$ cat src/core/adb_pkg.sv
// Behaviour
// - Outside emulation, fetching an undefined opcode or from 0000-007F raises an error.
// - 0000-001F core regs, 0020-007F peripheral regs, 0080-17FF RAM.
// - 1800-7FFF, C000-FDFF root; 8000-BFFF banked; FE00-FFFF either ROM.
// - Active-low output and write enables strobe external reads and writes.
// - Boot-ROM select bit routes top 512 bytes internally at 1; resets to 1.
// - Sleep bit set suppresses program chip select at address FFFF.
// - Two independent external chip selects are generated.
// - Emulation input builds internal buses from external pins.
// - Emulation low address byte follows data pins while strobe is high.
// - Read/not-write pin is output normally, input in emulation.
// - Data pins bidirectional normally, inputs in emulation.
// - Low eight address pins are always outputs.
// - Address pins 13..8 outputs normally, inputs in emulation.
// - Fetch begins in internal ROM after reset, then external code at 1800.
// - Program select covers all external space; bank bit may pick second.
package adb_pkg;

    // ------------------------------------------------------------------
    // Register map
    // ------------------------------------------------------------------
    localparam logic [2:0] ADB_OFS_SLEEP   = 3'h0;
    localparam logic [2:0] ADB_OFS_BOOT    = 3'h1;
    localparam logic [2:0] ADB_OFS_BANK    = 3'h2;
    localparam logic [2:0] ADB_OFS_STATUS  = 3'h3;
    localparam logic [2:0] ADB_OFS_CLEAR   = 3'h4;
    localparam logic [2:0] ADB_OFS_ENABLE  = 3'h5;
    localparam int         ADB_SLEEP_BIT   = 1;
    localparam int         ADB_BOOT_BIT    = 1;
    localparam int         ADB_BANK_CS_BIT = 4;
    localparam logic [7:0] ADB_SLEEP_RST   = 8'h00;
    localparam logic [7:0] ADB_BOOT_RST    = 8'h02;
    localparam logic [7:0] ADB_BANK_RST    = 8'h00;
    localparam int         ADB_EV_ADDR     = 0;
    localparam int         ADB_EV_OPC      = 1;

    // ------------------------------------------------------------------
    // Address map
    // ------------------------------------------------------------------
    localparam logic [15:0] ADB_CORE_END   = 16'h001f;
    localparam logic [15:0] ADB_PERI_END   = 16'h007f;
    localparam logic [15:0] ADB_RAM_END    = 16'h17ff;
    localparam logic [15:0] ADB_BANK_LO    = 16'h8000;
    localparam logic [15:0] ADB_BANK_HI    = 16'hbfff;
    localparam logic [15:0] ADB_BOOT_LO    = 16'hfe00;
    localparam logic [15:0] ADB_SLEEP_ADDR = 16'hffff;
    localparam logic [15:0] ADB_EXT_START  = 16'h1800;
    localparam logic [1:0]  ADB_ROOT_PAGE  = 2'h3;

    // ------------------------------------------------------------------
    // Strobe timing
    // ------------------------------------------------------------------
    localparam int         ADB_CLK_NS    = 5;
    localparam int         ADB_SETUP_NS  = 10;
    localparam int         ADB_STROBE_NS = 40;
    localparam logic [3:0] ADB_SETUP_CYC =
        4'((ADB_SETUP_NS + ADB_CLK_NS - 1) / ADB_CLK_NS);
    localparam logic [3:0] ADB_STROBE_CYC =
        4'((ADB_STROBE_NS + ADB_CLK_NS - 1) / ADB_CLK_NS);

    typedef enum logic [2:0] {
        ADB_REG_CORE,
        ADB_REG_PERI,
        ADB_RAM,
        ADB_ROM_ROOT,
        ADB_ROM_BANK,
        ADB_ROM_BOOT
    } adb_region_e;

    typedef enum logic [1:0] {
        ADB_IDLE,
        ADB_SETUP,
        ADB_STROBE
    } adb_state_e;

    function automatic adb_region_e adb_decode(input logic [15:0] a,
                                               input logic        boot);
        if (a <= ADB_CORE_END) begin
            return ADB_REG_CORE;
        end else if (a <= ADB_PERI_END) begin
            return ADB_REG_PERI;
        end else if (a <= ADB_RAM_END) begin
            return ADB_RAM;
        end else if (a >= ADB_BANK_LO && a <= ADB_BANK_HI) begin
            return ADB_ROM_BANK;
        end else if (a >= ADB_BOOT_LO && boot) begin
            return ADB_ROM_BOOT;
        end else begin
            return ADB_ROM_ROOT;
        end
    endfunction

endpackage

$ cat src/core/adb_sync.sv
`timescale 1ns/10ps
`default_nettype none
module adb_sync #(
    parameter int W = 1
) (
    // Clock and reset
    input  wire logic         clk,
    input  wire logic         rst,
    // Data
    input  wire logic [W-1:0] d,
    output logic      [W-1:0] q
);
    logic [W-1:0] meta_reg;

    always_ff @(posedge clk or posedge rst) begin
        if (rst) begin
            meta_reg <= '0;
            q        <= '0;
        end else begin
            meta_reg <= d;
            q        <= meta_reg;
        end
    end
endmodule
`default_nettype wire

$ cat src/core/adb_top.sv
// Decided for this implementation: the placing of the registers and the plain strobed port.
`timescale 1ns/10ps
`default_nettype none
module adb_top
    import adb_pkg::*;
(
    // Clock and reset
    input  wire logic        clk,
    input  wire logic        rst,
    // Processor side
    input  wire logic [15:0] cpu_addr,
    input  wire logic [7:0]  cpu_wdata,
    input  wire logic        cpu_req,
    input  wire logic        cpu_rnw,
    input  wire logic        cpu_fetch,
    input  wire logic        cpu_opcode_bad,
    output logic      [7:0]  cpu_rdata,
    output logic             cpu_ready,
    output logic             cpu_trap,
    output logic      [15:0] reset_vector,
    // Internal bus produced for on-chip functions
    output logic      [15:0] int_addr,
    output logic      [7:0]  int_wdata,
    output logic             int_rnw,
    output logic             int_core_sel,
    output logic             int_peri_sel,
    output logic             int_ram_sel,
    output logic             int_boot_sel,
    input  wire logic [7:0]  int_rdata,
    // Register port
    input  wire logic [2:0]  reg_addr,
    input  wire logic [7:0]  reg_wdata,
    input  wire logic        reg_wr,
    input  wire logic        reg_rd,
    output logic      [7:0]  reg_rdata,
    output logic             irq,
    // Emulation pins
    input  wire logic        emulation_select,
    input  wire logic        address_strobe_in,
    input  wire logic [15:14] emu_addr_hi,
    // External memory pins
    output logic      [7:0]  addr_lo_o,
    input  wire logic [13:8] addr_mid_i,
    output logic      [13:8] addr_mid_o,
    output logic             addr_mid_oe_n,
    output logic      [17:14] bank_addr,
    input  wire logic [7:0]  data_i,
    output logic      [7:0]  data_o,
    output logic             data_oe_n,
    input  wire logic        rnw_i,
    output logic             rnw_o,
    output logic             rnw_oe_n,
    output logic             program_chip_select_n,
    output logic             second_chip_select_n,
    output logic             output_enable_n,
    output logic             write_enable_n
);
    // ------------------------------------------------------------------
    // Pin synchronisers
    // ------------------------------------------------------------------
    logic [7:0]  data_s;
    logic [13:8] mid_s;
    logic [1:0]  hi_s;
    logic        emu_s;
    logic        as_s;
    logic        rnw_s;

    // Pins pass two flops before any logic.
    adb_sync #(.W(19)) u_sync (
        .clk (clk),
        .rst (rst),
        .d   ({data_i, addr_mid_i, emu_addr_hi, emulation_select,
               address_strobe_in, rnw_i}),
        .q   ({data_s, mid_s, hi_s, emu_s, as_s, rnw_s})
    );

    // ------------------------------------------------------------------
    // Registers
    // ------------------------------------------------------------------
    logic [7:0] sleep_port_reg;
    logic [7:0] boot_port_reg;
    logic [7:0] bank_reg;
    logic [1:0] status_reg;
    logic [1:0] enable_reg;
    logic       boot_rom_select;
    logic       sleep_sel;

    assign boot_rom_select = boot_port_reg[ADB_BOOT_BIT];
    assign sleep_sel       = sleep_port_reg[ADB_SLEEP_BIT];

    // The bank register is write only.
    // It picks the page and select of banked accesses.
    always_ff @(posedge clk or posedge rst) begin
        if (rst) begin
            sleep_port_reg <= ADB_SLEEP_RST;
            boot_port_reg  <= ADB_BOOT_RST;
            bank_reg       <= ADB_BANK_RST;
        end else if (reg_wr) begin
            if (reg_addr == ADB_OFS_SLEEP) begin
                sleep_port_reg <= reg_wdata;
            end else if (reg_addr == ADB_OFS_BOOT) begin
                boot_port_reg <= reg_wdata;
            end else if (reg_addr == ADB_OFS_BANK) begin
                bank_reg <= reg_wdata;
            end
        end
    end

    // Enable bits share the status layout.
    always_ff @(posedge clk or posedge rst) begin
        if (rst) begin
            enable_reg <= 2'h0;
        end else if (reg_wr && reg_addr == ADB_OFS_ENABLE) begin
            enable_reg <= reg_wdata[1:0];
        end
    end

    // ------------------------------------------------------------------
    // Emulation bus selection
    // ------------------------------------------------------------------
    // The low address byte latch follows the data pins while the strobe
    // is high and holds once it falls, like the transparent latch of a
    // multiplexed bus, but built from a flip-flop on the single clock.
    logic [7:0]  emu_lo_reg;
    logic [15:0] bus_addr;
    logic        bus_req;
    logic        bus_rnw;
    logic [7:0]  bus_wdata;
    logic        as_d_reg;

    always_ff @(posedge clk or posedge rst) begin
        if (rst) begin
            emu_lo_reg <= 8'h00;
            as_d_reg   <= 1'b0;
        end else begin
            as_d_reg <= as_s;
            if (as_s) begin
                emu_lo_reg <= data_s;
            end
        end
    end

    // In emulation the pins drive every bus.
    always_comb begin
        if (emu_s) begin
            bus_addr  = {hi_s, mid_s, emu_lo_reg};
            bus_rnw   = rnw_s;
            bus_wdata = data_s;
            bus_req   = as_d_reg && !as_s;
        end else begin
            bus_addr  = cpu_addr;
            bus_rnw   = cpu_rnw;
            bus_wdata = cpu_wdata;
            bus_req   = cpu_req;
        end
    end

    // ------------------------------------------------------------------
    // Address decode
    // ------------------------------------------------------------------
    adb_region_e region;
    logic        is_ext;
    logic        use_second;

    assign region     = adb_decode(bus_addr, boot_rom_select);
    assign is_ext     = region == ADB_ROM_ROOT || region == ADB_ROM_BANK;
    assign use_second = region == ADB_ROM_BANK
                        && bank_reg[ADB_BANK_CS_BIT];

    assign int_addr     = bus_addr;
    assign int_wdata    = bus_wdata;
    assign int_rnw      = bus_rnw;
    assign int_core_sel = bus_req && region == ADB_REG_CORE;
    assign int_peri_sel = bus_req && region == ADB_REG_PERI;
    assign int_ram_sel  = bus_req && region == ADB_RAM;
    assign int_boot_sel = bus_req && region == ADB_ROM_BOOT;

    // Reset vectors into the boot ROM while the boot bit is 1; the boot code later jumps
    // to the external start address, which is the vector once the bit is 0.
    assign reset_vector = boot_rom_select ? ADB_SLEEP_ADDR - 16'h0001
                                          : ADB_EXT_START;

    // ------------------------------------------------------------------
    // External cycle sequencer
    // ------------------------------------------------------------------
    adb_state_e state_reg;
    logic [3:0] cnt_reg;
    logic       cyc_rnw_reg;
    logic       cyc_pcs_reg;
    logic       cyc_cs2_reg;
    logic [7:0] rd_data_reg;
    logic       done_reg;

    // Ready's own edge must not start a new cycle.
    // A sleeping processor parks on the top address.
    // Sleep leaves the select off, not the cycle.
    // Root pages sit at the top of the external space.
    always_ff @(posedge clk or posedge rst) begin
        if (rst) begin
            state_reg   <= ADB_IDLE;
            cnt_reg     <= 4'h0;
            cyc_rnw_reg <= 1'b1;
            cyc_pcs_reg <= 1'b0;
            cyc_cs2_reg <= 1'b0;
            addr_lo_o   <= 8'h00;
            addr_mid_o  <= 6'h00;
            bank_addr   <= 4'h0;
            data_o      <= 8'h00;
            rd_data_reg <= 8'h00;
            done_reg    <= 1'b0;
        end else begin
            done_reg <= 1'b0;
            case (state_reg)
                ADB_IDLE: begin
                    if (bus_req && is_ext && !done_reg) begin
                        state_reg   <= ADB_SETUP;
                        cnt_reg     <= ADB_SETUP_CYC;
                        cyc_rnw_reg <= bus_rnw;
                        cyc_cs2_reg <= use_second;
                        cyc_pcs_reg <= !use_second
                            && !(sleep_sel
                                 && bus_addr == ADB_SLEEP_ADDR);
                        addr_lo_o   <= bus_addr[7:0];
                        addr_mid_o  <= bus_addr[13:8];
                        data_o      <= bus_wdata;
                        if (region == ADB_ROM_BANK) begin
                            bank_addr <= bank_reg[3:0];
                        end else begin
                            bank_addr <= {ADB_ROOT_PAGE, bus_addr[15:14]};
                        end
                    end
                end
                ADB_SETUP: begin
                    if (cnt_reg == 4'h1) begin
                        state_reg <= ADB_STROBE;
                        cnt_reg   <= ADB_STROBE_CYC;
                    end else begin
                        cnt_reg <= cnt_reg - 4'h1;
                    end
                end
                ADB_STROBE: begin
                    if (cnt_reg == 4'h1) begin
                        state_reg   <= ADB_IDLE;
                        rd_data_reg <= data_s;
                        done_reg    <= 1'b1;
                        cyc_pcs_reg <= 1'b0;
                        cyc_cs2_reg <= 1'b0;
                        cyc_rnw_reg <= 1'b1;
                    end else begin
                        cnt_reg <= cnt_reg - 4'h1;
                    end
                end
                default: begin
                    state_reg <= ADB_IDLE;
                end
            endcase
        end
    end

    // Strobes only during the strobe phase of an external cycle.
    assign output_enable_n = !(state_reg == ADB_STROBE
                               && cyc_rnw_reg);
    assign write_enable_n  = !(state_reg == ADB_STROBE
                               && !cyc_rnw_reg);
    assign program_chip_select_n = !(state_reg != ADB_IDLE
                                     && cyc_pcs_reg);
    assign second_chip_select_n  = !(state_reg != ADB_IDLE
                                     && cyc_cs2_reg);

    // Output enables are active low: low means this block drives the pin.
    assign data_oe_n     = emu_s || cyc_rnw_reg
                           || state_reg == ADB_IDLE;
    assign addr_mid_oe_n = emu_s;
    assign rnw_oe_n      = emu_s;
    assign rnw_o         = cyc_rnw_reg;

    // Internal regions answer at once.
    // External ones wait out the strobe.
    assign cpu_ready = is_ext ? done_reg : 1'b1;
    assign cpu_rdata = is_ext ? rd_data_reg : int_rdata;

    // ------------------------------------------------------------------
    // Error detection and trap
    // ------------------------------------------------------------------
    // Errors go to the trap and to the status bits, which raise the interrupt line when enabled.
    // Only fetches outside emulation are checked.
    logic [1:0] ev;

    assign ev[ADB_EV_ADDR] = bus_req && cpu_fetch && !emu_s
                             && bus_addr <= ADB_PERI_END;
    assign ev[ADB_EV_OPC]  = bus_req && cpu_fetch && !emu_s
                             && cpu_opcode_bad;

    always_ff @(posedge clk or posedge rst) begin
        if (rst) begin
            cpu_trap <= 1'b0;
        end else begin
            cpu_trap <= |ev;
        end
    end

    always_ff @(posedge clk or posedge rst) begin
        if (rst) begin
            status_reg <= 2'h0;
        end else begin
            // A new event wins over a clear in the same cycle.
            if (reg_wr && reg_addr == ADB_OFS_CLEAR) begin
                status_reg <= (status_reg & ~reg_wdata[1:0]) | ev;
            end else begin
                status_reg <= status_reg | ev;
            end
        end
    end

    // High while any enabled status bit is set.
    assign irq = |(status_reg & enable_reg);

    // ------------------------------------------------------------------
    // Register read
    // ------------------------------------------------------------------
    // Read data stand one cycle, then zero.
    always_ff @(posedge clk or posedge rst) begin
        if (rst) begin
            reg_rdata <= 8'h00;
        end else if (reg_rd) begin
            if (reg_addr == ADB_OFS_SLEEP) begin
                reg_rdata <= sleep_port_reg;
            end else if (reg_addr == ADB_OFS_BOOT) begin
                reg_rdata <= boot_port_reg;
            end else if (reg_addr == ADB_OFS_STATUS) begin
                reg_rdata <= {6'h00, status_reg};
            end else if (reg_addr == ADB_OFS_ENABLE) begin
                reg_rdata <= {6'h00, enable_reg};
            end else begin
                reg_rdata <= 8'h00;
            end
        end else begin
            reg_rdata <= 8'h00;
        end
    end
endmodule
`default_nettype wire

$ cat config.mk
export PLATFORM = sky130hd
export DESIGN_NAME = adb_top
export DESIGN_NICKNAME = d
export VERILOG_FILES = /design/src/core/adb_pkg.sv /design/src/core/adb_sync.sv /design/src/core/adb_top.sv
export SDC_FILE = /design/constraint.sdc
export NUM_CORES = 1
export LEC_CHECK = 0
export BUFFER_PORTS_ARGS = -buffer_cell sky130_fd_sc_hd__buf_4
export CAP_MARGIN = 20
export CORE_ASPECT_RATIO = 0.6
export CORE_MARGIN = 10
export CORE_UTILIZATION = 51
export DETAILED_ROUTE_END_ITERATION = 10
export PLACE_DENSITY = 0.8
export SLEW_MARGIN = 25
export SYNTH_ARGS = -nofsm -noshare
export SYNTH_HDL_FRONTEND = slang
export SYNTH_SLANG_ARGS = --single-unit
$ cat constraint.sdc
create_clock -name clk -period 4.2 [get_ports clk]
set_input_delay 0.42 -clock clk [delete_from_list [all_inputs] [get_ports clk]]
set_output_delay 0.42 -clock clk [all_outputs]
set_load 0.05 [all_outputs]
# Word-level counts from Yosys, hierarchy flattened
# Cells that the tools add are included.
dict set report totals {
  elab_cells 142
  in_bits 70
  register_bits 125
  out_inout_bits 98
}
dict set report op_classes {
  n_eq_ne 18
  n_mux 37
  order_cmp 6
  addsub 1
  n_bitwise 7
  reduce_logical 51
}
# cell n
set ops {}
lappend ops {{$mux 8} 5}
lappend ops {{$ge 16x16->1 const B} 2}
lappend ops {{$mux 16} 2}
lappend ops {{$logic_and 1x1->1} 22}
lappend ops {{$eq 16x16->1 const B} 1}
lappend ops {{$le 16x13->1 const B} 1}
lappend ops {{$le 16x16->1 const B} 1}
lappend ops {{$le 16x5->1 const B} 1}
lappend ops {{$le 16x7->1 const B} 1}
lappend ops {{$mux 4} 4}
lappend ops {{$mux 3} 5}
lappend ops {{$eq 3x2->1 const B} 4}
lappend ops {{$eq 3x3->1 const B} 4}
lappend ops {{$mux 2} 6}
lappend ops {{$pmux 4 s3} 1}
lappend ops {{$reduce_and 3->1} 4}
lappend ops {{$logic_not 1->1} 10}
lappend ops {{$mux 1} 10}
lappend ops {{$ne 2x2->1 const B} 4}
lappend ops {{$eq 3x1->1 const B} 2}
lappend ops {{$logic_not 3->1} 2}
lappend ops {{$pmux 1 s2} 3}
lappend ops {{$pmux 2 s3} 1}
lappend ops {{$reduce_and 2->1} 3}
lappend ops {{14 further kinds} 21}

# Depth between registers and ports, before layout
# Gate-level depths: netlist of the first run.
dict set report logic_depth {
  depth_word 14
  ltp_mapped 9
  depth_no_buf 8
}

# Modules after synthesis
# Synthesis of the first run repeated with hierarchy kept, for this count alone.
dict set report unflattened {
  hier_cells 428
  hier_area_um2 5447.7
}
# module seq_area_each_um2 n_inst area_each_um2 cells_per_inst
set by_module_without_submodules {}
lappend by_module_without_submodules {adb_top 2179.6 1 4493.1 389}
lappend by_module_without_submodules {adb_sync 950.9 1 954.7 39}

# Worst setup path before layout of the first run
# No wires, ideal clock.
dict set report synth_timing {
  path_type {register to output}
  from {register u_sync.q[2]}
  to {output int_ram_sel}
  t_arrival_ns 3.217
  path_stages_with_launch 6
  path_slack_ns 0.563
  t_required_ns 3.780
  path_buffers 1
  cell_sequence {dfrtp_1 -> buf_6 -> or2b_2 -> nand2_2 -> a21oi_1 -> nor4b_1}
}
dict set report synth_between {
  elab_chain_cells 10
  word_cells_on_any_way 17
  classes_between {6 x order compare; 1 x eq/ne; 7 x mux; 3 x reduce/logical}
}
# element line
set synth_rtl {}
lappend synth_rtl {{start: declaration} adb_sync.sv:11} ;# output logic [W-1:0] q
lappend synth_rtl {{start signal: assignment} adb_sync.sv:21} ;# q <= meta_reg;
lappend synth_rtl {{$mux 16 (*)} adb_top.sv:145} ;# if (emu_s) begin
lappend synth_rtl {{net int_addr[15]} adb_top.sv:22} ;# output logic [15:0] int_addr,
lappend synth_rtl {{$ge 16x16->1} adb_pkg.sv:86} ;# end else if (a >= ADB_BOOT_LO && boot) begin
lappend synth_rtl {{$logic_and 1x1->1} adb_pkg.sv:86}
lappend synth_rtl {{$mux 3} adb_pkg.sv:86}
lappend synth_rtl {{$mux 3} adb_pkg.sv:84} ;# end else if (a >= ADB_BANK_LO && a <= ADB_BANK_HI) begin
lappend synth_rtl {{$mux 3} adb_pkg.sv:82} ;# end else if (a <= ADB_RAM_END) begin
lappend synth_rtl {{$mux 3} adb_pkg.sv:80} ;# end else if (a <= ADB_PERI_END) begin
lappend synth_rtl {{$mux 3 (*)} adb_pkg.sv:78} ;# if (a <= ADB_CORE_END) begin
lappend synth_rtl {{$eq 3x2->1 (*)} adb_top.sv:175} ;# assign int_ram_sel = bus_req && region == ADB_RAM;
lappend synth_rtl {{$logic_and 1x1->1 (*)} adb_top.sv:175}
lappend synth_rtl {{end: declaration} adb_top.sv:27} ;# output logic int_ram_sel,
# The timed path passes the listed nets; every way through them passes the cells marked *.

# Final worst setup path of the first run
dict set report layout_timing {
  from {register u_sync.q[2]}
  to {output cpu_rdata[4]}
}
dict set report layout_between {
  elab_chain_cells 11
  word_cells_on_any_way 18
  classes_between {6 x order compare; 2 x eq/ne; 7 x mux; 3 x reduce/logical}
}
# element line
set layout_rtl {}
lappend layout_rtl {{$mux 16 (*)} adb_top.sv:145}
lappend layout_rtl {{$ge 16x16->1} adb_pkg.sv:86}
lappend layout_rtl {{$logic_and 1x1->1} adb_pkg.sv:86}
lappend layout_rtl {{$mux 3} adb_pkg.sv:86}
lappend layout_rtl {{$mux 3} adb_pkg.sv:84}
lappend layout_rtl {{$mux 3} adb_pkg.sv:82}
lappend layout_rtl {{$mux 3} adb_pkg.sv:80}
lappend layout_rtl {{$mux 3 (*)} adb_pkg.sv:78}
lappend layout_rtl {{$eq 3x2->1 or $eq 3x3->1 (tied branches)} adb_top.sv:166} ;# assign is_ext = region == ADB_ROM_ROOT || region == ADB_ROM_BANK;
lappend layout_rtl {{$logic_or 1x1->1 (*)} adb_top.sv:166}
lappend layout_rtl {{$mux 8 (*)} adb_top.sv:280} ;# assign cpu_rdata = is_ext ? rd_data_reg : int_rdata;
lappend layout_rtl {{end: declaration} adb_top.sv:17} ;# output logic [7:0] cpu_rdata,
# Mark *: on every way between the ends. The rest lies on a longest branch, timed or not.

==> results of run 1 <==
[per-layer routing]
| layer | wire [µm] | track usage |
|---|---|---|
| met1 | 6470 | 0.243 |
| met2 | 7110 | 0.300 |
| met3 | 1180 | 0.0760 |
| met4 | 200 | 0.0550 |
| met5 | 0 | 0 |
[cell families (layout without fill, tap and decap cells)]
logic type,Yosys count,in the layout,synth area share
flip-flops,125,125,0.574
multiplexers,104,104,0.215
AND/OR/NAND/NOR,81,81,0.0803
AO/OA/AOI/OAI,54,54,0.0684
buffers and inverters,46,214,0.0468
adder cells (fa/ha/maj),6,6,0.0138
other,2,3,0.00138
[power breakdown]
part / switching [W] / internal [W] / total [W]
Combinational: 0.00121 / 0.000633 / 0.00184
Clock: 0.000541 / 0.000924 / 0.00147
Sequential: 0.000182 / 0.00147 / 0.00165
[placed cells by master (no fill, tap or decap), types with 2 or more instances in the layout]
cell type	n
sky130_fd_sc_hd__buf_4	166
sky130_fd_sc_hd__nand3_1	10
sky130_fd_sc_hd__and2_1	2
sky130_fd_sc_hd__bufinv_16	2
sky130_fd_sc_hd__ha_1	6
sky130_fd_sc_hd__nor4_1	4
sky130_fd_sc_hd__a22o_1	3
sky130_fd_sc_hd__mux2_4	5
sky130_fd_sc_hd__o22ai_1	3
sky130_fd_sc_hd__nor2b_1	2
sky130_fd_sc_hd__inv_6	2
sky130_fd_sc_hd__nor3_1	3
sky130_fd_sc_hd__mux2_1	14
sky130_fd_sc_hd__o21ai_0	18
sky130_fd_sc_hd__and3_1	3
sky130_fd_sc_hd__mux2i_1	12
sky130_fd_sc_hd__conb_1	3
sky130_fd_sc_hd__dfstp_2	2
sky130_fd_sc_hd__clkinv_4	3
sky130_fd_sc_hd__clkbuf_16	17
sky130_fd_sc_hd__o22a_1	2
sky130_fd_sc_hd__nor2_1	18
sky130_fd_sc_hd__a32o_1	2
sky130_fd_sc_hd__a21o_1	2
sky130_fd_sc_hd__clkbuf_8	3
sky130_fd_sc_hd__clkinvlp_4	3
sky130_fd_sc_hd__inv_1	14
sky130_fd_sc_hd__a21oi_1	7
sky130_fd_sc_hd__clkinv_2	2
sky130_fd_sc_hd__mux2_2	73
sky130_fd_sc_hd__nand2b_1	2
sky130_fd_sc_hd__dfrtp_1	123
sky130_fd_sc_hd__o31ai_1	5
sky130_fd_sc_hd__nand2_1	22
sky130_fd_sc_hd__or3b_2	2
[area by class of cell]
type / count / area (µm²) / area share
Inverter: 15 / 58.8 / 0.00804
Clock inverter: 12 / 136 / 0.0186
Sequential cell: 125 / 3130 / 0.428
Clock buffer: 20 / 467 / 0.0638
Multi-Input combinational cell: 248 / 2080 / 0.285
Tap cell: 139 / 174 / 0.0238
Timing Repair Buffer: 167 / 1270 / 0.173
[Yosys cell counts, types with 5 or more instances]
| cell type | n | area, µm² |
|---|---|---|
| sky130_fd_sc_hd__buf_4 | 19 | 143 |
| sky130_fd_sc_hd__inv_1 | 15 | 56.3 |
| sky130_fd_sc_hd__mux2i_1 | 12 | 120 |
| sky130_fd_sc_hd__mux2_2 | 73 | 822 |
| sky130_fd_sc_hd__nand3_1 | 10 | 50.1 |
| sky130_fd_sc_hd__ha_1 | 6 | 75.1 |
| sky130_fd_sc_hd__clkbuf_1 | 5 | 18.8 |
| sky130_fd_sc_hd__nor2_1 | 19 | 71.3 |
| sky130_fd_sc_hd__mux2_4 | 5 | 75.1 |
| sky130_fd_sc_hd__o21ai_0 | 18 | 90.1 |
| sky130_fd_sc_hd__mux2_1 | 14 | 158 |
| sky130_fd_sc_hd__nand2_1 | 22 | 82.6 |
| sky130_fd_sc_hd__a21oi_1 | 7 | 35.0 |
| sky130_fd_sc_hd__dfrtp_1 | 123 | 3080 |
| sky130_fd_sc_hd__o31ai_1 | 5 | 37.5 |
[critical path, cell delays in order (launching register included)]
cell and delay [ns]:
sky130_fd_sc_hd__dfrtp_1 0.90, sky130_fd_sc_hd__or2b_2 0.27, sky130_fd_sc_hd__nand2_2 0.10, sky130_fd_sc_hd__o21ba_1 0.25
sky130_fd_sc_hd__o21ai_2 0.62, sky130_fd_sc_hd__mux2_2 0.41, sky130_fd_sc_hd__buf_4 0.19
[worst paths after layout]
| path | from | end | slack, ns |
|---|---|---|---|
| min in group asynchronous | rst | boot_port_reg[6] | 0.19 |
| max in group asynchronous | rst | u_sync.q[5] | 3.22 |
| worst max-delay path | u_sync.q[2] | cpu_rdata[4] | 0.62 |
| worst min-delay path | data_i[5] | u_sync.meta_reg[16] | 0.12 |
| worst min register to register | u_sync.meta_reg[2] | u_sync.q[2] | 0.35 |
| worst max register to register | u_sync.q[2] | data_o[1] | 0.90 |
[through the flow]
| stage | hold slack, ns | area, µm² |
|---|---|---|
| after floorplan | 0.331 | 5460 |
| after global placement | 0.332 | 6700 |
| after detailed placement | 0.335 | 6700 |
| after CTS | 0.107 | 7300 |
| after global routing | 0.0948 | 7320 |
| final | 0.115 | 7320 |
==> reports/qor.csv, run 1 <==
stage,metric,value,unit
run_status,status,"complete, no violations",
floorplanning,floorplan.die_area,15400,µm²
timing,max_freq,279,MHz
timing,relative_max_transition_margin,0.427,
timing,setup_repair_after_global_routing_missed_its_margin,false,
global_route,groute.usage.overall,0.192,
clock_network,clock_path_buffers,2,
floorplanning,dieWidth,154,µm
cells_and_area,layout.core_utilization,0.698,
timing,final_hold_violating_endpoints,0,
floorplanning,rows,29,
global_route,grt_start_max_net_pins,70,
setup_path,endpoint_class_of_the_critical_path,output pin,
floorplanning,initial_util,0.520,
synthesis,share_of_flip_flops_with_an_asynchronous_set_or_reset,1.00,
power_and_ir_drop,cellLeakagePower,3.54,nW
synthesis,seq_area_frac_synth,0.574,
detailed_routing,route.detailed.drc,0,
synthesis,syn-instance-count,418,
clock_network,postCtsSetupBuffers,0,
hold_path,kind_of_path_behind_the_tightest_hold_check,in2reg,
placed_design,dp_slack,0.839,ns
detailed_routing,total_number_of_vias,3909,
clock_network,cts_max_level,4,
cells_and_area,finalNonFillerCells,726,
cells_and_area,areaGrowthSynthToFinish,34.1,%
floorplanning,chipHeight,100,µm
global_route,grt_overflow,0,
power_and_ir_drop,vdd_ir_drop_max,0.403,mV
synthesis,synth-edff-count,0,
setup_path,worst-endpoint-required,3.78,ns
synthesis,synthFlopType,sky130_fd_sc_hd__dfrtp_1,
setup_path,timing.setup.critical_path_class,reg2out,
clock_network,cts_tree,yes,
timing,finalMaxSlewViolations,0,
timing,clock-skew-final,0.00638,ns
detailed_routing,post_route_antenna_net_violation_count,0,
clock_network,cts_repair_resize_count,0,
power_and_ir_drop,power-per-cell-area,677,nW/µm²
timing,final_min_period_over_clock_period,0.854,
power_and_ir_drop,design_power_total,0.00495,W
timing,final_setup_tns,0,ns
synthesis,syn-mean-instance-area,13.0,µm²
synthesis,synth.ff_latch_count,125,
cells_and_area,post_route_cells_drive_above_1_share,0.499,
cells_and_area,antenna-diode-count,0,
synthesis,synth.yosys.warnings,0,
timing,report.final.setup_viol,0,
placed_design,gpl.final_weighted_congestion,0.849,
global_route,grt_first_pass_wirelength,23.2,mm
global_route,first_global_vias,4131,
hold_path,hold-path-cell-count,1,
synthesis,synth.distinct_cells,56,
global_route,number_of_antenna_violations_at_the_first_check_in_global_routing,0,
cells_and_area,fillerInstances,739,
clock_network,ctsRootBufferMaster,sky130_fd_sc_hd__clkbuf_16,
synthesis,summed_instance_area_of_the_synthesized_netlist,5450,µm²
placed_design,post-place-cells,694,
placed_design,port-buffer-count,164,
detailed_routing,detail_route.wl_per_cell,20.6,µm
placed_design,dp.final_hpwl,11.2,mm
clock_network,worst_skew_pair.late_latency,0.41,ns
detailed_routing,dr.pass1.iters,4,
detailed_routing,detail_route.iter0.violations,260,
floorplanning,design.core.area,10500,µm²
floorplanning,floorplan.io_pins,168,
run,max_cap_viol_count,0,
setup_path,cp_data_arrival_time,3.16,ns
clock_network,cts.sink_count,125,
detailed_routing,routed_wl,15.0,mm
detailed_routing,vias_per_cell,5.38,
timing,period_minus_slack,3.58,ns
clock_network,clk_pin_slew_worst_paths,0.06,ns
setup_path,worstPathMaxFanout,22,
setup_path,timing.reg2reg.worst_path_depth,6,
setup_path,cp-start-kind,flip-flop,
cells_and_area,design.final.nets,650,
timing,timing_worst_slew_pin_value,0.859,ns
timing,fin_ws,0.615,ns
clock_network,cts_hold_repair.buffers,0,
clock_network,cts_inserted_buffers,17,
Power figures use the tool's default switching activity.
==> run 2, diff against run 1 <==
Settings changed: CELL_PAD_IN_SITES_DETAIL_PLACEMENT set to 0, CELL_PAD_IN_SITES_GLOBAL_PLACEMENT set to 1, CORE_UTILIZATION 51 to 40, PLACE_DENSITY 0.8 to unset, PLACE_DENSITY_LB_ADDON set to 0.1, SYNTH_HIERARCHICAL set to 1.
==> run 2 against run 1 <==
Net effect: flip-flop and latch count did not move; critical path depth unchanged; via count decreased by 3.4%; non-clock buffer count grew 3; clock power shrank 3%; wire length fell by 2.2%; combinational power barely moved; critical path type unchanged; critical endpoint is now cpu_rdata[3]; largest cell class unchanged; largest power group unchanged.
==> reports/qor.csv, run 2 <==
stage,metric,value,unit
clock_network,cts_repair_resize_count,0,
global_route,groute.usage.overall,0.158,
synthesis,synth.yosys.warnings,6,
setup_path,cp-start-kind,flip-flop,
synthesis,synth.ff_latch_count,125,
timing,clock-skew-final,0.00681,ns
power_and_ir_drop,internal-power,0.00298,W
setup_path,worstPathMaxFanout,24,
power_and_ir_drop,comb_power_share,0.373,
global_route,number_of_antenna_violations_at_the_first_check_in_global_routing,0,
synthesis,synth_top_area_frac,0.565,
global_route,grt_overflow,0,
detailed_routing,routed_wl,14.6,mm
cells_and_area,layout_commonest_cell,sky130_fd_sc_hd__buf_4,
setup_path,timing.setup.critical_path_class,reg2out,
timing,final_min_period_over_clock_period,0.802,
synthesis,synth.top_cells.by_count,"123 x sky130_fd_sc_hd__dfrtp_1, 69 x sky130_fd_sc_hd__mux2_2, 29 x sky130_fd_sc_hd__nor2_1",
cells_and_area,finalNonFillerCells,767,
run_status,status,"complete, no violations",
setup_path,critPathBufInv,2,
synthesis,synthFlopType,sky130_fd_sc_hd__dfrtp_1,
clock_network,cts_tree,yes,
floorplanning,initial_util,0.416,
global_route,grt_first_pass_wirelength,22.9,mm
power_and_ir_drop,design_power_total,0.00486,W
setup_path,cp_slowest_stage_delay,0.65,ns
setup_path,cp_data_arrival_time,2.95,ns
synthesis,synth-edff-count,0,
clock_network,clk_pin_slew_worst_paths,0.06,ns
timing,report.final.setup_viol,0,
floorplanning,floorplan.io_pins,168,
detailed_routing,total_number_of_vias,3776,
setup_path,crit_family,multiplexers,
floorplanning,rows,32,
setup_path,endpoint_class_of_the_critical_path,output pin,
timing,finalMaxSlewViolations,0,
detailed_routing,route.detailed.drc,0,
global_route,grt_start_max_net_pins,54,
placed_design,gpl.final_weighted_congestion,0.834,
cells_and_area,design.final.nets,661,
timing,relative_max_transition_margin,0.532,
clock_network,ctsRootBufferMaster,sky130_fd_sc_hd__clkbuf_16,
placed_design,dp.final_hpwl,11.2,mm
run,max_cap_viol_count,0,
clock_network,cts_max_level,4,
clock_network,cts_hold_repair.buffers,0,
timing,worst_hold_slack,0.121,ns
setup_path,cp_slowest_cell,sky130_fd_sc_hd__dfrtp_1,
timing,timing_worst_slew_pin_value,0.698,ns
clock_network,cts_inserted_buffers,17,
cells_and_area,final_cell_mix,"170 x sky130_fd_sc_hd__buf_4, 123 x sky130_fd_sc_hd__dfrtp_1, 69 x sky130_fd_sc_hd__mux2_2",
timing,final_setup_tns,0,ns
synthesis,syn-instance-count,428,
synthesis,synth.distinct_cells,51,
clock_network,cts.sink_count,125,
synthesis,synth.area.top_cells,"sky130_fd_sc_hd__dfrtp_1 56%, sky130_fd_sc_hd__mux2_2 14%, sky130_fd_sc_hd__mux2_4 3.0%",
synthesis,share_of_flip_flops_with_an_asynchronous_set_or_reset,1.00,
timing,period_minus_slack,3.37,ns
floorplanning,design.core.area,13100,µm²
floorplanning,dieWidth,171,µm
placed_design,placed_cell_area,6700,µm²
power_and_ir_drop,switching_share,0.388,
floorplanning,floorplan.die_area,18800,µm²
detailed_routing,vias_per_cell,4.92,
timing,setup_repair_after_global_routing_missed_its_margin,false,
detailed_routing,detail_route.wl_per_cell,19.1,µm
power_and_ir_drop,vdd_ir_drop_max,0.295,mV
setup_path,crit_path_cell_trace,buf_4 -> mux2_2 -> a31oi_2 -> o21bai_4 -> mux2_2 -> buf_4,
power_and_ir_drop,cellLeakagePower,3.49,nW
clock_network,clock_path_buffers,2,
detailed_routing,post_route_antenna_net_violation_count,0,
floorplanning,chipHeight,110,µm
synthesis,synthMostInstantiatedCell,sky130_fd_sc_hd__dfrtp_1,
detailed_routing,detail_route.iter0.violations,189,
placed_design,post-place-cells,736,
cells_and_area,layout.cell_area.non_filler,7290,µm²
clock_network,postCtsSetupBuffers,0,
power_and_ir_drop,share_seq_of_total_power,0.335,
setup_path,worst-endpoint-required,3.78,ns
cells_and_area,post_route_cells_drive_above_1_share,0.491,
synthesis,seq_area_frac_synth,0.575,
synthesis,summed_instance_area_of_the_synthesized_netlist,5450,µm²
placed_design,port-buffer-count,164,
power_and_ir_drop,power-per-cell-area,666,nW/µm²
clock_network,worst_skew_pair.late_latency,0.40,ns
synthesis,syn-mean-instance-area,12.7,µm²
power_and_ir_drop,total_switching_power,0.00188,W
timing,max_freq,297,MHz
global_route,first_global_vias,4005,
power_and_ir_drop,p_clk_frac,0.293,
cells_and_area,areaGrowthSynthToFinish,33.9,%
timing,final_hold_violating_endpoints,0,
synthesis,synth.largest_area_cell,sky130_fd_sc_hd__dfrtp_1,
hold_path,kind_of_path_behind_the_tightest_hold_check,in2reg,
cells_and_area,antenna-diode-count,0,
detailed_routing,dr.pass1.iters,4,
==> run 2: power groups by stage <==
stage	sequential (W)	combinational, W	clock, W
2_1_floorplan	0.00206	0.000883	0
3_3_place_gp	0.00164	0.00181	0
3_5_place_dp	0.00165	0.00182	0
4_1_cts	0.00163	0.00183	0.00145
5_1_grt	0.00166	0.00192	0.00151
6_report	0.00163	0.00181	0.00142
==> run 2: cell type report <==
cell class,count,area [µm²]
Fill cell,1130,5800
Sequential cell,125,3130
Multi-Input combinational cell,251,2020
Timing Repair Buffer,170,1280
Clock buffer,18,439
Tap cell,170,213
Clock inverter,13,143
Inverter,20,77.6
==> run 2: path summary, 6_finish.rpt <==
path / startpoint / endpoint / slack [ns] / cells past startpoint
setup / recovery: u_sync/q[2] / cpu_rdata[3] / 0.83 / 6
setup reg to reg: u_sync/q[2] / data_o[5] / 1.13 / 6
hold reg to reg: u_sync/meta_reg[4] / u_sync/q[4] / 0.34 / 0
max in group asynchronous: rst / boot_port_reg[1] / 3.10 / 3
hold / removal: data_i[7] / u_sync/meta_reg[18] / 0.12 / 1
min in group asynchronous: rst / rd_data_reg[2] / 0.14 / 2
==> run 2: logic make-up (layout without fill, tap and decap cells) <==
family                     after synthesis  count (layout)  share of synthesized area
AOI/OAI and AO/OA                       53              53                     0.0650
adders and majority gates                6               6                     0.0138
buffers and inverters                   53             221                     0.0576
DFF                                    125             125                      0.575
muxes                                   96              96                      0.202
other                                    2               3                    0.00138
and+or+nand+nor                         93              93                     0.0852
==> run 2: worst register-to-register path: stages, from the launching register on <==
cell	delay (ns)
sky130_fd_sc_hd__dfrtp_1	0.65
sky130_fd_sc_hd__buf_4	0.43
sky130_fd_sc_hd__mux2_2	0.28
sky130_fd_sc_hd__a31oi_2	0.08
sky130_fd_sc_hd__o21bai_4	0.47
sky130_fd_sc_hd__and3_4	0.65
sky130_fd_sc_hd__mux2_2	0.39
==> run 2: through the flow <==
| stage | worst slack [ns] | util |
|---|---|---|
| 3_3_place_gp | 1.17 | 0.512 |
| 5_1_grt | 0.659 | 0.557 |
| 4_1_cts | 0.770 | 0.556 |
| 6_report | 0.830 | 0.557 |
| 3_5_place_dp | 1.09 | 0.512 |
| 2_1_floorplan | 0.622 | - |
==> run 2: metal layers <==
| layer | part of all wire | vias up | GRT usage | routed length [µm] |
|---|---|---|---|---|
| met1 | 0.47 | 1852 | 0.212 | 6850 |
| met4 | 0.0078 | 0 | 0.0486 | 114 |
| met5 | 0 | - | 0 | 0 |
| met2 | 0.44 | 130 | 0.236 | 6370 |
| li1 | - | 1781 | - | - |
| met3 | 0.089 | 13 | 0.0550 | 1300 |
==> run 3, diff against run 2 <==
Settings changed: CORE_UTILIZATION 40 to 36.
Clock period 4.2 ns to 2.7 ns, I/O delays scaled along.
==> run 3 against run 2 <==
Net effect: global-route usage about the same; design area grew 8.4%; final cell count increased by 8.7%; clock power rose by 60%; register-to-register slack got worse by 0.89 ns; critical path depth is 2 higher; total power increased by 60%; count of clock-buffer cells in the layout unchanged; utilization is 1.7 points lower; non-clock buffer count rose by 38.
==> reports/qor.csv, run 3 (same netlist as run 2, synthesis figures left out) <==
stage,metric,value,unit
cells_and_area,design.final.nets,699,
setup_path,endpoint_class_of_the_critical_path,output pin,
setup_path,timing.rr.end,cnt_reg[1],
power_and_ir_drop,power-per-cell-area,984,nW/µm²
global_route,groute.usage.overall,0.158,
power_and_ir_drop,vdd_ir_drop_max,0.571,mV
cells_and_area,layout_commonest_cell,sky130_fd_sc_hd__buf_4,
global_route,first_global_vias,4360,
power_and_ir_drop,cellLeakagePower,3.73,nW
cells_and_area,areaGrowthSynthToFinish,45.1,%
timing,timing_worst_slew_pin_value,0.607,ns
detailed_routing,post_route_antenna_net_violation_count,0,
detailed_routing,vias_per_cell,4.88,
floorplanning,chipHeight,115,µm
floorplanning,floorplan.io_pins,168,
floorplanning,design.core.area,14600,µm²
hold_path,kind_of_path_behind_the_tightest_hold_check,in2reg,
hold_path,hold-path-cell-count,3,
cells_and_area,final_cell_mix,"175 x sky130_fd_sc_hd__buf_4, 122 x sky130_fd_sc_hd__dfrtp_1, 61 x sky130_fd_sc_hd__mux2_2",
clock_network,clock_path_buffers,2,
setup_path,worstPathMaxFanout,8,
clock_network,cts.sink_count,125,
timing,final_min_period_over_clock_period,0.969,
timing,clock-skew-final,0.00991,ns
placed_design,gpl.final_weighted_congestion,0.839,
setup_path,timing.reg2reg.setup_slack,0.24,ns
global_route,grt_first_pass_wirelength,25.1,mm
placed_design,dp.final_hpwl,12.0,mm
detailed_routing,route.detailed.drc,0,
setup_path,timing.reg2reg.worst_path_depth,9,
setup_path,cp-start-kind,flip-flop,
cells_and_area,antenna-diode-count,0,
timing,setup_repair_after_global_routing_missed_its_margin,true,
hold_path,hold_path_startpoint,reg_wdata[2],
clock_network,ctsRootBufferMaster,sky130_fd_sc_hd__clkbuf_16,
clock_network,cts_max_level,4,
setup_path,timing.rr.start,u_sync/q[2],
timing,report.final.setup_viol,0,
setup_path,cp_data_arrival_time,2.35,ns
setup_path,timing.setup.critical_path_class,reg2out,
floorplanning,dieWidth,179,µm
timing,relative_max_transition_margin,0.594,
floorplanning,floorplan.die_area,20600,µm²
clock_network,cts_inserted_buffers,17,
timing,max_freq,382,MHz
placed_design,port-buffer-count,164,
run,max_cap_viol_count,0,
detailed_routing,detail_route.iter0.violations,205,
detailed_routing,detail_route.wl_per_cell,19.4,µm
floorplanning,rows,34,
timing,final_hold_violating_endpoints,0,
global_route,grt_overflow,0,
global_route,number_of_antenna_violations_at_the_first_check_in_global_routing,0,
detailed_routing,dr.pass1.iters,4,
timing,period_minus_slack,2.62,ns
cells_and_area,layout.core_utilization,0.540,
clock_network,cts_tree,yes,
clock_network,clk_pin_slew_worst_paths,0.06,ns
clock_network,worst_skew_pair.late_latency,0.42,ns
cells_and_area,post_route_cells_drive_above_1_share,0.516,
setup_path,worst-endpoint-required,2.43,ns
detailed_routing,total_number_of_vias,4068,
floorplanning,initial_util,0.372,
run_status,status,"complete, no violations",
detailed_routing,routed_wl,16.2,mm
global_route,grt_start_max_net_pins,88,
timing,finalMaxSlewViolations,0,
hold_path,hold-path-endpoint,bank_reg[2],
timing,worst_hold_slack,0.0837,ns
[run 3: worst max-delay path by stage]
stage	startpoint	endpoint	slack, ns	cells after the start
6_report	u_sync/q[2]	cpu_rdata[4]	0.08	8
5_1_grt	u_sync/q[2]	cpu_rdata[3]	-0.03	7
4_1_cts	u_sync/q[2]	int_ram_sel	-0.03	7
3_5_place_dp	u_sync/q[2]	data_o[6]	0.26	7
3_3_place_gp	u_sync/q[2]	data_o[3]	0.33	6
2_1_floorplan	u_sync/q[2]	int_ram_sel	-0.1	5
[run 3: repair_timing]
action,CTS,global route
gates resized for setup,3,43
setup endpoints to repair,9,12
hold buffers,20,0
gates cloned,0,0
endpoints found under the hold margin,65,0
setup buffers,3,4
pin swaps,1,4
[run 3: final cells by class]
cell class | count | area (µm²)
Multi-Input combinational cell | 251 | 2160
Clock buffer | 18 | 429
Sequential cell | 125 | 3130
Timing Repair Buffer | 208 | 1700
Clock inverter | 14 | 160
Inverter | 20 | 76.3
Tap cell | 198 | 248
Fill cell | 1272 | 6730
[run 3: metal layers]
layer	vias to the layer above	global-route usage	wire length (µm)
met3	19	0.0566	1350
met1	2026	0.215	7540
met2	158	0.229	7070
li1	1865	-	-
met4	0	0.0521	196
met5	-	0	0
[run 3: worst max-delay path, stage by stage (launching register included)]
cell and delay (ns):
sky130_fd_sc_hd__dfrtp_2 0.52, sky130_fd_sc_hd__buf_8 0.16, sky130_fd_sc_hd__nand2_4 0.07, sky130_fd_sc_hd__or2_4 0.27
sky130_fd_sc_hd__a21oi_4 0.19, sky130_fd_sc_hd__o21bai_4 0.09, sky130_fd_sc_hd__buf_6 0.16, sky130_fd_sc_hd__mux2_4 0.31
sky130_fd_sc_hd__buf_8 0.15
[run 3: stage by stage]
stage / instances / setup slack (ns) / total power [W] / setup TNS, ns / area, µm²
floorplan: 429 / -0.0974 / 0.00459 / -0.0974 / 5480
global placement: 775 / 0.325 / 0.00541 / 0 / 6860
detailed placement: 775 / 0.256 / 0.00545 / 0 / 6860
CTS: 830 / -0.0263 / 0.00778 / -0.0394 / 7680
global route: 834 / -0.0267 / 0.00814 / -0.122 / 7910
finish: 834 / 0.0829 / 0.00778 / 0 / 7910
[run 3: power breakdown]
group | internal (W) | total (W) | leakage (nW) | switching (W)
registers | 0.00227 | 0.00254 | 1.51 | 0.000273
logic | 0.00108 | 0.00297 | 1.95 | 0.00189
clock network | 0.00138 | 0.00227 | 0.275 | 0.000892
